## src/design/vrdc_pkg.sv

```systemverilog
// Constants for the output reference and droop control block.
// Assumes a single 20 MHz system clock; all register access comes from the PMBus command decoder.
package vrdc_pkg;
  localparam int CLK_HZ = 20000000;
  localparam int NUM_CH = 6;
  localparam int CUR_W = 12;
  localparam int SUM_W = 15;
  localparam int CNT_W = 3;
  localparam int TRIM_W = 17;
  localparam int WEIGHT_SHIFT = 4;

  // Register offsets (PMBus command codes)
  localparam logic [7:0] ADDR_VOUT_CEILING = 8'h24;
  localparam logic [7:0] ADDR_DROOP_TRIM = 8'hE4;
  localparam logic [7:0] ADDR_BOOT_VOLTAGE = 8'hE6;
  localparam logic [7:0] ADDR_DROOP_CTRL = 8'hE8;
  localparam logic [7:0] ADDR_STATUS = 8'hE9;
  localparam logic [7:0] ADDR_WEIGHT_FIRST = 8'hF7;
  localparam logic [7:0] ADDR_WEIGHT_LAST = 8'hFC;

  // Fields of the droop offset trim and droop control registers
  localparam int TRIM_FB_MSB = 9;
  localparam int TRIM_FB_LSB = 5;
  localparam int TRIM_MON_MSB = 4;
  localparam int TRIM_MON_LSB = 0;
  localparam int TRIM_STORE_W = 10;
  localparam int CTRL_DISCONNECT_BIT = 0;

  // Reset values
  localparam logic [15:0] RST_VOUT_CEILING = 16'h0000;
  localparam logic [15:0] RST_BOOT_VOLTAGE = 16'h0000;
  localparam logic [TRIM_STORE_W-1:0] RST_DROOP_TRIM = 10'h000;
  localparam logic [7:0] RST_WEIGHT = 8'h10;

  // Reference decode, millivolts
  localparam logic [11:0] FINE_BASE_MV = 12'h0FA;
  localparam logic [11:0] FINE_STEP_MV = 12'h005;
  localparam logic [11:0] OFFSET_STEP_MV = 12'h005;
  localparam logic [7:0] CODE_OUTPUT_OFF = 8'h00;

  typedef enum logic [1:0] {
    VRDC_BAL_IDLE = 2'b00,
    VRDC_BAL_WAIT = 2'b01,
    VRDC_BAL_LOAD = 2'b10
  } vrdc_bal_state_t;
endpackage : vrdc_pkg

```

## src/design/vrdc_control.sv

```systemverilog
// Reference decode, droop trims and channel-current balance for a multiphase regulator.
// Assumes SERIAL_VOLTAGE_ID_BUS frames and PMBus commands arrive already decoded, on clk_sys;
// sensed currents come from converters on clk_sys; the mode strap is an asynchronous pin.
`timescale 1ns/1ps
`default_nettype none
// Behaviour
// - Mean current is active sum over active count
// - Per-channel duty trim from deviation against mean
// - Balance weights in registers F7 through FC
// - Averaged droop current routed to feedback node
// - Writable bit disconnects droop from feedback
// - Reference set from serial voltage bus code
// - Zero code off; 250mV+5mV steps, coarse doubles
// - Fine mode offset 5 mV steps, -640..635
// - Coarse mode offset 10 mV steps, -1280..1270
// - Mode strap pin selects fine or coarse
// - Bits 9:5 set feedback trim current
// - Trim current sign gives offset sign
// - Bits 4:0 inject via monitor, inverted polarity
module vrdc_control (
  input wire logic clk_sys,
  input wire logic resetn,
  input wire logic modeStrapPin,
  input wire logic svidSetValid,
  input wire logic [7:0] svidSetCode,
  input wire logic svidOffsetValid,
  input wire logic [7:0] svidOffsetCode,
  input wire logic [vrdc_pkg::NUM_CH-1:0] channelActive,
  input wire logic [vrdc_pkg::NUM_CH*vrdc_pkg::CUR_W-1:0] channelCurrent,
  input wire logic [7:0] regAddr,
  input wire logic [15:0] regWrData,
  input wire logic regWrEn,
  input wire logic regRdEn,
  output logic [15:0] regRdData,
  output logic regRdValid,
  output logic coarseMode,
  output logic outputOff,
  output logic [11:0] referenceMv,
  output logic signed [11:0] offsetMv,
  output logic droopToFeedback,
  output logic signed [4:0] feedbackTrimQuarterUa,
  output logic signed [5:0] monitorTrimQuarterUa,
  output logic [vrdc_pkg::CUR_W-1:0] meanChannelCurrent,
  output logic [vrdc_pkg::NUM_CH*vrdc_pkg::TRIM_W-1:0] dutyTrim
);
  logic strapMeta_reg;
  logic strapSync_reg;
  logic [15:0] voutCeiling_reg;
  logic [15:0] bootVoltage_reg;
  logic [vrdc_pkg::TRIM_STORE_W-1:0] droopTrim_reg;
  logic droopDisconnect_reg;
  logic [7:0] weight_reg [vrdc_pkg::NUM_CH];
  logic [7:0] setCode_reg;
  logic [7:0] offsetCode_reg;
  vrdc_pkg::vrdc_bal_state_t balState_reg;
  vrdc_pkg::vrdc_bal_state_t balState_next;
  logic divStart;
  logic divBusy;
  logic divDone;
  logic [vrdc_pkg::SUM_W-1:0] divQuotient;
  logic [vrdc_pkg::SUM_W-1:0] activeSum;
  logic [vrdc_pkg::CNT_W-1:0] activeCount;
  logic [vrdc_pkg::CUR_W-1:0] sampleCur [vrdc_pkg::NUM_CH];
  logic [vrdc_pkg::NUM_CH-1:0] sampleActive_reg;

  function automatic logic [11:0] decodeReference(input logic [7:0] code, input logic coarse);
    logic [11:0] fine;
    fine = vrdc_pkg::FINE_BASE_MV + 12'(code - 8'h01) * vrdc_pkg::FINE_STEP_MV;
    if (code == vrdc_pkg::CODE_OUTPUT_OFF) begin
      decodeReference = 12'h000;
    end else if (coarse) begin
      decodeReference = {fine[10:0], 1'b0};
    end else begin
      decodeReference = fine;
    end
  endfunction : decodeReference

  function automatic logic signed [11:0] decodeOffset(input logic [7:0] code, input logic coarse);
    logic signed [11:0] fine;
    fine = 12'($signed(code)) * $signed(vrdc_pkg::OFFSET_STEP_MV);
    decodeOffset = coarse ? (fine <<< 1) : fine;
  endfunction : decodeOffset

  function automatic logic isWeightAddr(input logic [7:0] addr);
    isWeightAddr = (addr >= vrdc_pkg::ADDR_WEIGHT_FIRST) && (addr <= vrdc_pkg::ADDR_WEIGHT_LAST);
  endfunction : isWeightAddr

  // Mode strap synchroniser; the pin is static in practice
  always_ff @(posedge clk_sys) begin
    if (!resetn) begin
      strapMeta_reg <= 1'b0;
      strapSync_reg <= 1'b0;
    end else begin
      strapMeta_reg <= modeStrapPin;
      strapSync_reg <= strapMeta_reg;
    end
  end

  // Register writes
  always_ff @(posedge clk_sys) begin
    if (!resetn) begin
      voutCeiling_reg <= vrdc_pkg::RST_VOUT_CEILING;
      bootVoltage_reg <= vrdc_pkg::RST_BOOT_VOLTAGE;
      droopTrim_reg <= vrdc_pkg::RST_DROOP_TRIM;
      droopDisconnect_reg <= 1'b0;
      for (int i = 0; i < vrdc_pkg::NUM_CH; i++) begin
        weight_reg[i] <= vrdc_pkg::RST_WEIGHT;
      end
    end else if (regWrEn) begin
      // Ceiling and boot are only stored; keeping them consistent with the mode is the host's job
      if (regAddr == vrdc_pkg::ADDR_VOUT_CEILING) begin
        voutCeiling_reg <= regWrData;
      end
      if (regAddr == vrdc_pkg::ADDR_BOOT_VOLTAGE) begin
        bootVoltage_reg <= regWrData;
      end
      if (regAddr == vrdc_pkg::ADDR_DROOP_TRIM) begin
        droopTrim_reg <= regWrData[vrdc_pkg::TRIM_STORE_W-1:0];
      end
      if (regAddr == vrdc_pkg::ADDR_DROOP_CTRL) begin
        droopDisconnect_reg <= regWrData[vrdc_pkg::CTRL_DISCONNECT_BIT];
      end
      if (isWeightAddr(regAddr)) begin
        weight_reg[3'(regAddr - vrdc_pkg::ADDR_WEIGHT_FIRST)] <= regWrData[7:0];
      end
    end
  end

  // Register reads, answered one cycle after the strobe
  always_ff @(posedge clk_sys) begin
    if (!resetn) begin
      regRdData <= 16'h0000;
      regRdValid <= 1'b0;
    end else begin
      regRdValid <= regRdEn;
      if (regRdEn) begin
        if (regAddr == vrdc_pkg::ADDR_VOUT_CEILING) begin
          regRdData <= voutCeiling_reg;
        end else if (regAddr == vrdc_pkg::ADDR_BOOT_VOLTAGE) begin
          regRdData <= bootVoltage_reg;
        end else if (regAddr == vrdc_pkg::ADDR_DROOP_TRIM) begin
          regRdData <= 16'(droopTrim_reg);
        end else if (regAddr == vrdc_pkg::ADDR_DROOP_CTRL) begin
          regRdData <= 16'(droopDisconnect_reg);
        end else if (regAddr == vrdc_pkg::ADDR_STATUS) begin
          regRdData <= {8'h00, sampleActive_reg[5:0], outputOff, coarseMode};
        end else if (isWeightAddr(regAddr)) begin
          regRdData <= {8'h00, weight_reg[3'(regAddr - vrdc_pkg::ADDR_WEIGHT_FIRST)]};
        end else begin
          regRdData <= 16'h0000;
        end
      end
    end
  end

  // Voltage identification codes from the serial bus
  always_ff @(posedge clk_sys) begin
    if (!resetn) begin
      setCode_reg <= vrdc_pkg::CODE_OUTPUT_OFF;
      offsetCode_reg <= 8'h00;
    end else begin
      if (svidSetValid) begin
        setCode_reg <= svidSetCode;
      end
      if (svidOffsetValid) begin
        offsetCode_reg <= svidOffsetCode;
      end
    end
  end

  // Reference outputs follow the stored codes and the synchronised strap
  always_ff @(posedge clk_sys) begin
    if (!resetn) begin
      coarseMode <= 1'b0;
      outputOff <= 1'b1;
      referenceMv <= 12'h000;
      offsetMv <= 12'sh000;
    end else begin
      coarseMode <= strapSync_reg;
      outputOff <= (setCode_reg == vrdc_pkg::CODE_OUTPUT_OFF);
      referenceMv <= decodeReference(setCode_reg, strapSync_reg);
      offsetMv <= decodeOffset(offsetCode_reg, strapSync_reg);
    end
  end

  // Droop routing and trim currents, in quarter microamp units
  always_ff @(posedge clk_sys) begin
    if (!resetn) begin
      droopToFeedback <= 1'b1;
      feedbackTrimQuarterUa <= 5'sh00;
      monitorTrimQuarterUa <= 6'sh00;
    end else begin
      droopToFeedback <= !droopDisconnect_reg;
      // Sign carried straight through, so offset sign follows current sign
      feedbackTrimQuarterUa <= $signed(droopTrim_reg[vrdc_pkg::TRIM_FB_MSB:vrdc_pkg::TRIM_FB_LSB]);
      // Extra bit because negating the most negative code overflows five bits
      monitorTrimQuarterUa <= -6'($signed(droopTrim_reg[vrdc_pkg::TRIM_MON_MSB:vrdc_pkg::TRIM_MON_LSB]));
    end
  end

  // Sum and count of active channels
  always_comb begin
    activeSum = '0;
    activeCount = '0;
    for (int i = 0; i < vrdc_pkg::NUM_CH; i++) begin
      sampleCur[i] = channelCurrent[i*vrdc_pkg::CUR_W +: vrdc_pkg::CUR_W];
      if (channelActive[i]) begin
        activeSum = activeSum + vrdc_pkg::SUM_W'(sampleCur[i]);
        activeCount = activeCount + 3'h1;
      end
    end
  end

  always_comb begin
    balState_next = balState_reg;
    divStart = 1'b0;
    case (balState_reg)
      vrdc_pkg::VRDC_BAL_IDLE: begin
        divStart = !divBusy;
        balState_next = divBusy ? vrdc_pkg::VRDC_BAL_IDLE : vrdc_pkg::VRDC_BAL_WAIT;
      end
      vrdc_pkg::VRDC_BAL_WAIT: begin
        if (divDone) begin
          balState_next = vrdc_pkg::VRDC_BAL_LOAD;
        end
      end
      vrdc_pkg::VRDC_BAL_LOAD: begin
        balState_next = vrdc_pkg::VRDC_BAL_IDLE;
      end
      default: begin
        balState_next = vrdc_pkg::VRDC_BAL_IDLE;
      end
    endcase
  end

  always_ff @(posedge clk_sys) begin
    if (!resetn) begin
      balState_reg <= vrdc_pkg::VRDC_BAL_IDLE;
      sampleActive_reg <= '0;
    end else begin
      balState_reg <= balState_next;
      if (divStart) begin
        sampleActive_reg <= channelActive;
      end
    end
  end

  vrdc_mean_divider u_divider (
    .clk_sys(clk_sys),
    .resetn(resetn),
    .start(divStart),
    .dividend(activeSum),
    .divisor(activeCount),
    .busy(divBusy),
    .done(divDone),
    .quotient(divQuotient)
  );

  always_ff @(posedge clk_sys) begin
    if (!resetn) begin
      meanChannelCurrent <= '0;
    end else if (divDone) begin
      meanChannelCurrent <= divQuotient[vrdc_pkg::CUR_W-1:0];
    end
  end

  // Positive trim means the channel runs below the mean; the 22-bit product cannot overflow
  always_ff @(posedge clk_sys) begin
    if (!resetn) begin
      dutyTrim <= '0;
    end else if (balState_reg == vrdc_pkg::VRDC_BAL_LOAD) begin
      for (int i = 0; i < vrdc_pkg::NUM_CH; i++) begin
        if (sampleActive_reg[i]) begin
          dutyTrim[i*vrdc_pkg::TRIM_W +: vrdc_pkg::TRIM_W] <= vrdc_pkg::TRIM_W'(
            (($signed({10'h000, meanChannelCurrent}) - $signed({10'h000, sampleCur[i]}))
              * $signed({14'h0000, weight_reg[i]})) >>> vrdc_pkg::WEIGHT_SHIFT);
        end else begin
          dutyTrim[i*vrdc_pkg::TRIM_W +: vrdc_pkg::TRIM_W] <= '0;
        end
      end
    end
  end
endmodule : vrdc_control
`default_nettype wire

```

## src/design/vrdc_mean_divider.sv

```systemverilog
// Iterative restoring divider for the mean channel current.
// Assumes start is a one-cycle pulse issued only while busy is low.
`timescale 1ns/1ps
`default_nettype none
module vrdc_mean_divider (
  input wire logic clk_sys,
  input wire logic resetn,
  input wire logic start,
  input wire logic [vrdc_pkg::SUM_W-1:0] dividend,
  input wire logic [vrdc_pkg::CNT_W-1:0] divisor,
  output logic busy,
  output logic done,
  output logic [vrdc_pkg::SUM_W-1:0] quotient
);
  logic [vrdc_pkg::SUM_W-1:0] dividend_reg;
  logic [vrdc_pkg::CNT_W:0] remain_reg;
  logic [vrdc_pkg::CNT_W-1:0] divisor_reg;
  logic [3:0] step_reg;
  logic [vrdc_pkg::CNT_W:0] trial;

  always_comb begin
    trial = {remain_reg[vrdc_pkg::CNT_W-1:0], dividend_reg[vrdc_pkg::SUM_W-1]};
  end

  always_ff @(posedge clk_sys) begin
    if (!resetn) begin
      busy <= 1'b0;
      done <= 1'b0;
      quotient <= '0;
      dividend_reg <= '0;
      remain_reg <= '0;
      divisor_reg <= '0;
      step_reg <= 4'h0;
    end else begin
      done <= 1'b0;
      if (start && !busy) begin
        busy <= 1'b1;
        dividend_reg <= dividend;
        divisor_reg <= divisor;
        remain_reg <= '0;
        step_reg <= 4'(vrdc_pkg::SUM_W);
      end else if (busy) begin
        // Remainder stays below divisor, so one extra bit holds the trial
        if (trial >= {1'b0, divisor_reg}) begin
          remain_reg <= trial - {1'b0, divisor_reg};
          dividend_reg <= {dividend_reg[vrdc_pkg::SUM_W-2:0], 1'b1};
        end else begin
          remain_reg <= trial;
          dividend_reg <= {dividend_reg[vrdc_pkg::SUM_W-2:0], 1'b0};
        end
        step_reg <= step_reg - 4'h1;
        if (step_reg == 4'h1) begin
          busy <= 1'b0;
          done <= 1'b1;
          // No active channel gives a zero mean rather than an overflow
          if (divisor_reg == '0) begin
            quotient <= '0;
          end else if (trial >= {1'b0, divisor_reg}) begin
            quotient <= {dividend_reg[vrdc_pkg::SUM_W-2:0], 1'b1};
          end else begin
            quotient <= {dividend_reg[vrdc_pkg::SUM_W-2:0], 1'b0};
          end
        end
      end
    end
  end
endmodule : vrdc_mean_divider
`default_nettype wire

```

## config.mk

```make
export PLATFORM = sky130hd
export DESIGN_NAME = vrdc_control
export DESIGN_NICKNAME = d
export VERILOG_FILES = /design/src/design/vrdc_pkg.sv /design/src/design/vrdc_control.sv /design/src/design/vrdc_mean_divider.sv
export SDC_FILE = /design/constraint.sdc
export NUM_CORES = 2
export LEC_CHECK = 0
export BUFFER_PORTS_ARGS = -buffer_cell sky130_fd_sc_hd__buf_2
export CORE_MARGIN = 2
export CORE_UTILIZATION = 35
export DETAILED_ROUTE_END_ITERATION = 10
export PLACE_DENSITY = 0.51
export SYNTH_ARGS = -nofsm -noshare
export SYNTH_HDL_FRONTEND = slang
export SYNTH_SLANG_ARGS = --single-unit
```

## constraint.sdc

```tcl
create_clock -name clk_sys -period 23.8 [get_ports clk_sys]
set_input_delay 2.38 -clock clk_sys [delete_from_list [all_inputs] [get_ports clk_sys]]
set_output_delay 2.38 -clock clk_sys [all_outputs]
set_load 0.03 [all_outputs]
```

# --- Word-level counts from Yosys, hierarchy flattened ---
# Memory sizes are Yosys's and may differ from the RTL's.
# Cells that the tools add are included.
totals:
  regBits: 277
  ram_bits: 48
  input_bits: 125
  out_inout_bits: 169
  n_memories: 1
memory_table:
  columns: ["memory", "words", "word_bits", "rd", "rd_clocked_by_memory_dff", "write_ports", "line_no", "rtl"]
  rows:
  - ["weight_reg", 6, 8, 7, 0, 6, "vrdc_control.sv:52", "logic [7:0] weight_reg [vrdc_pkg::NUM_CH];"]
classes:
  n_addsub: 22
  mul: 8
  magnitude_cmp: 3
  eq_ne: 9
  mux: 49
  bitwise: 3
  reduce_logical: 19
ops:
  columns: ["cell", "count"]
  rows:
  - ["13-bit by 9-bit multiplier with 21-bit output", 6]
  - ["15-bit 2-to-1 mux", 7]
  - ["17-bit 2-to-1 mux", 6]
  - ["12-bit by 12-bit subtractor with 13-bit output", 6]
  - ["15-bit by 12-bit adder with 15-bit output", 5]
  - ["12-bit 2-to-1 mux", 4]
  - ["8-bit equality test (second input constant)", 4]
  - ["16-bit 2-to-1 mux", 2]
  - ["8-bit 2-to-1 mux", 4]
  - ["3-bit 2-to-1 mux", 7]
  - ["3-bit by 1-bit adder with 3-bit output (second input constant)", 5]
  - ["1-bit 2-to-1 mux", 14]
  - ["8-bit by 12-bit adder with 12-bit output (first input constant)", 1]
  - ["12-bit by 3-bit multiplier with 12-bit output (second input constant)", 1]
  - ["8-bit by 4-bit multiplier with 12-bit output (second input constant)", 1]
  - ["10-bit 2-to-1 mux", 1]
  - ["8-bit by 1-bit subtractor with 9-bit output (second input constant)", 1]
  - ["8-bit by 6-bit equality test with 1-bit output (second input constant)", 1]
  - ["8-bit greater-or-equal comparator (second input constant)", 1]
  - ["8-bit less-or-equal comparator (second input constant)", 1]
  - ["8-bit logical NOT", 1]
  - ["4-bit 2-to-1 mux", 2]
  - ["2-bit AND reduction", 4]
  - ["8-bit OR reduction", 1]
  - ["other kinds (20)", 27]

# --- Depth between registers and ports, before layout ---
depth:
  word_depth: 12
  ltp_mapped: 41
  depth_no_buf: 40

# --- Cells and area by module ---
# From an unflattened synthesis, not the netlist that was laid out.
hier_totals:
  hier_cells: 4856
  area_unflattened_um2: 42027.8
by_module_without_submodules:
  columns: ["mod", "n_inst", "cells_each", "area_per_inst_um2", "seq_area_each_um2"]
  rows:
  - ["vrdc_control", 1, 4669, 40212.3, 6686.4]
  - ["vrdc_mean_divider", 1, 187, 1815.5, 840.8]

# --- Worst setup path after synthesis ---
# OpenSTA, ideal clock, no wires.
synth_timing:
  kind: "input-to-reg"
  from: "in channelActive[0] in the netlist's numbering"
  to: "reg u_divider.dividend_reg[14] in the netlist's numbering"
  setup_time_ps: 115
  arrival_ps: 9256
  required_time_ps: 23685
  setup_slack_ps: 14429
  cell_stages: 39
  path_cell_list: "inv_1 > buf_2 > nor2_1 > ha_1 > a21o_1 > maj3_2 > a21oi_2 > o22ai_1 > a21oi_1 > nand2_1 > and3_1 > xnor2_1 > ha_1 > and3_1 > a22oi_1 > nor2b_1 > xnor2_1 > a22oi_1 > [3 not listed] > o221a_2 > or2_2 > xor2_1 > mux2_2 > ha_1 > and2_1 > o21ai_0 > o21ai_0 > o21a_1 > nor2_1 > xnor2_1 > mux2_2 > ha_1 > o21ai_0 > nor2_1 > and4_1 > mux2i_1 > and2_1"
synth_via:
  elab_chain_len: 12
synth_lines:
  columns: ["item", "line_no", "rtl"]
  rows:
  - ["start: declaration", "vrdc_control.sv:28", "input wire logic [vrdc_pkg::NUM_CH-1:0] channelActive,"]
  - ["12-bit 2-to-1 mux (*)", "vrdc_control.sv:207", "if (channelActive[i]) begin"]
  - ["15-bit by 12-bit adder with 15-bit output", "vrdc_control.sv:208", "activeSum = activeSum + vrdc_pkg::SUM_W'(sampleCur[i]);"]
  - ["15-bit 2-to-1 mux (*)", "vrdc_control.sv:207", null]
  - ["15-bit by 12-bit adder with 15-bit output", "vrdc_control.sv:208", null]
  - ["15-bit 2-to-1 mux (*)", "vrdc_control.sv:207", null]
  - ["15-bit by 12-bit adder with 15-bit output", "vrdc_control.sv:208", null]
  - ["15-bit 2-to-1 mux (*)", "vrdc_control.sv:207", null]
  - ["15-bit by 12-bit adder with 15-bit output", "vrdc_control.sv:208", null]
  - ["15-bit 2-to-1 mux (*)", "vrdc_control.sv:207", null]
  - ["15-bit by 12-bit adder with 15-bit output", "vrdc_control.sv:208", null]
  - ["15-bit 2-to-1 mux (*)", "vrdc_control.sv:207", null]
  - ["15-bit 2-to-1 mux (*)", "vrdc_mean_divider.sv:36", "if (start && !busy) begin"]
  - ["end signal: assignment", "vrdc_mean_divider.sv:38", "dividend_reg <= dividend;"]
  - ["end signal: assignment", "vrdc_mean_divider.sv:46", "dividend_reg <= {dividend_reg[vrdc_pkg::SUM_W-2:0], 1'b1};"]
  - ["end signal: assignment", "vrdc_mean_divider.sv:49", "dividend_reg <= {dividend_reg[vrdc_pkg::SUM_W-2:0], 1'b0};"]
  - ["end: declaration", "vrdc_mean_divider.sv:15", "logic [vrdc_pkg::SUM_W-1:0] dividend_reg;"]
# Every way passes the cells marked *; elsewhere a longest branch is shown, timed or not.
# A chain may end at the register's enable or synchronous reset.

# --- Worst setup path in the final report ---
layout_timing:
  from: "in channelActive[0] in the netlist's numbering"
  to: "reg u_divider.dividend_reg[11] in the netlist's numbering"
# Same word-level chain as after synthesis.

==> impl_results.md <==
- Final #Nets: 6094
- Routing usage on met1: 29.35%
- Layout Skew: 29.05 ps
- Drt pass-1 iters: 5
- GRT Overall Usage: ~22%
- Die Span X: 348.7 um
- Worst Hold Class: reg -> reg
- Seq/Total Area, Yosys: 17.95%
- PwrDens: 91.97 mW/mm2
- Delay-heaviest family, CP: compound AO/OA/AOI/OAI gates
- Register bit total from synthesis: 341
- R2r startpoint: meanChannelCurrent[0]
- Largest net degree at the start of global routing: 86
- Max VDD drop: between 60 and 70 uV
- DRC: 0
- Critical path type: in -> reg
- Layout cell share with drive strength beyond 1: 9.605%
- Syn Std Cell Area: 0.04159 mm2
- Commonest non-fill, non-tap cell in the layout: inv_1
- GR Util met2: 36.39%
- RSZ-0062 raised after global routing: no
- Via/cell ratio: 5.051
- FFs w/ async S/R, synth: 0%
- Die Height: roughly 350 um
- Cell leakage power: 22.70 nW
- H-tree depth: 2
- WP buf/inv: 2
- Clk slew on worst S/H paths: 60 ps
- Gr busiest metal: met2
- Fin. Hold Viols: 0
- Dpl ws: 13340 ps
- Initial antenna violation count: 13
- Site row count: 126
- Port-buffer cells: 293
- Post-synthesis cell count: 4825
- Status: complete, no violations
- Initial DRC count: 2250
- Synth-to-Final Area Change: 11.42%
- Min Tclk post-route: approximately 9900 ps
- Commonest non-fill, non-tap cells in the layout: inv_1, nand2_1, fa_1
- Syn nets: 5866
- Post-Layout Cell Count: between 6000 and 7000
- Vias in the first global route: 34230
- Dpl hpwl: 106200 um
- Setup violations, final: 0
- Rel. slew slack: 19.08%
- Hold_buf cts: 0
- CP Capture Point: u_divider.dividend_reg[11]
- Vias: ~33000
- CP max FO: 15
- First-pass GRT wire length: between 200000 and 250000 um
- Placed Cells: between 6000 and 7000
- Max reg flops: 102
- Critical Path Source: channelActive[0]
- Crit path required time: between 20000 and 25000 ps
- Syn_area_per_cell: 8.620 um2
- Fmax: 0.1009 GHz
- Yosys warns: 0
- WL/cell: 19.76 um
- Ys flop type: dfxtp_1
- Max Slew Vio Count: 0
- Gp weighted congestion: between 0.9 and 1
- Initial Utilization: between 30% and 40%
- Worst flop-to-flop path endpoint: dutyTrim[50]
- CTS Sinks: between 300 and 400
- Worst reg2reg path depth: 32
- Crit path largest cell delay: 400 ps
- CTS max path bufs: 3
- # resized after CTS: 0
- EDFF count, synth: 64
- Setup TNS: 0 ps
- CP Capture Type: flop
- Setup bufs post-CTS: 0
- Worst reg2reg setup slack: 15050 ps
- Period Utilization, post-route: 41.64%
- Total gr overflow: 0
- Synth cell types: 86
- Core area: 0.1179 mm2
- Grt met3 use: 3.891%
- TritonCTS Buffers: 46
- Most frequent CP cell: ha_1
- Die Area: ~0.12 mm2
- CTS root buf: clkbuf_16
- Worst hold stages: 1
- CP Launch Type: input pin
- Worst setup slack after layout: 13890 ps
- TritonCTS clock tree: yes
- Post-detailed-route count of antenna-violating nets: 0
- Least-Margin Pin Slew: 1201 ps
- Max-capacitance violation count: 0
- Slowest cell on crit path: or3_1
- # IOs: approximately 290
- Arrival time at the worst endpoint: 10410 ps
- WL final: ~130000 um
- Worst-Skew Late Latency: roughly 630 ps
- CP Depth: 40
-- report_power, final --
part           internal [W]  leakage (nW)  total, W  switching, W
clock network      0.000431         0.778  0.000737      0.000306
logic               0.00121          19.1   0.00287       0.00166
registers          0.000614          2.83  0.000657     0.0000433
-- Yosys cell counts, types with 36 or more instances --
| cell type | instances | area (um2) |
|---|---|---|
| clkbuf_1 | 136 | 510.5 |
| nor2b_1 | 53 | 331.6 |
| dfxtp_1 | 277 | 5545 |
| ha_1 | 406 | 5080 |
| mux2i_1 | 55 | 550.5 |
| a22oi_1 | 95 | 713.2 |
| a21o_1 | 63 | 473.0 |
| nand2_1 | 539 | 2023 |
| a21oi_1 | 226 | 1131 |
| xor2_1 | 84 | 735.7 |
| nor3_1 | 42 | 210.2 |
| and2_1 | 327 | 2046 |
| o21ai_0 | 132 | 660.6 |
| fa_1 | 510 | 10210 |
| inv_1 | 846 | 3176 |
| edfxtp_1 | 64 | 1922 |
| nor2_1 | 354 | 1329 |
| a211oi_1 | 36 | 270.3 |
| nand3_1 | 73 | 365.4 |
| xnor2_1 | 154 | 1349 |
-- how the worst min path moves through the flow --
| stage | from | to | slack [ps] |
|---|---|---|---|
| global placement | strapMeta_reg | strapSync_reg | 420 |
| global route | strapMeta_reg | strapSync_reg | 460 |
| CTS | strapMeta_reg | strapSync_reg | 430 |
| floorplan | droopDisconnect_reg | droopToFeedback | 370 |
| finish | strapMeta_reg | strapSync_reg | 430 |
| detailed placement | strapMeta_reg | strapSync_reg | 420 |
-- stage by stage --
step | cell area, um2 | hold slack (ps) | utilization (%) | total power, W
finish | 46340 | 431.2 | 39.30 | 0.004262
global route | 46330 | 458.3 | 39.29 | 0.004726
CTS | 46330 | 431.8 | 39.29 | 0.004318
detailed placement | 44740 | 417.7 | 37.94 | 0.003544
global placement | 44740 | 425.0 | 37.94 | 0.003536
floorplan | 41590 | 371.0 | - | 0.002849
-- routing by layer --
layer | up-vias | routed length [um]
li1 | 15940 | -
met1 | 16560 | 58110
met2 | 807 | 61210
met3 | 160 | 8077
met4 | 20 | 3448
met5 | - | 134
-- area by class of cell --
| class | instances | area [um2] |
|---|---|---|
| Clock inverter | 23 | 255.2 |
| Multi-Input combinational cell | 3479 | 30370 |
| Fill cell | 12150 | 71580 |
| Sequential cell | 341 | 7467 |
| Clock buffer | 63 | 1338 |
| Antenna cell | 3 | 7.507 |
| Inverter | 851 | 3202 |
| Tap cell | 1536 | 1922 |
| Timing Repair Buffer | 334 | 1774 |
-- cells by family after synthesis --
logic type,after synthesis,share of synthesized area [%]
xor+xnor,240,5.105
compound gates,741,11.50
simple gates,1486,16.72
buf+inv,1005,9.094
flops,341,17.95
mux,94,2.813
fa+ha+maj,918,36.81
No activity file was read; power rests on OpenSTA's default activity.
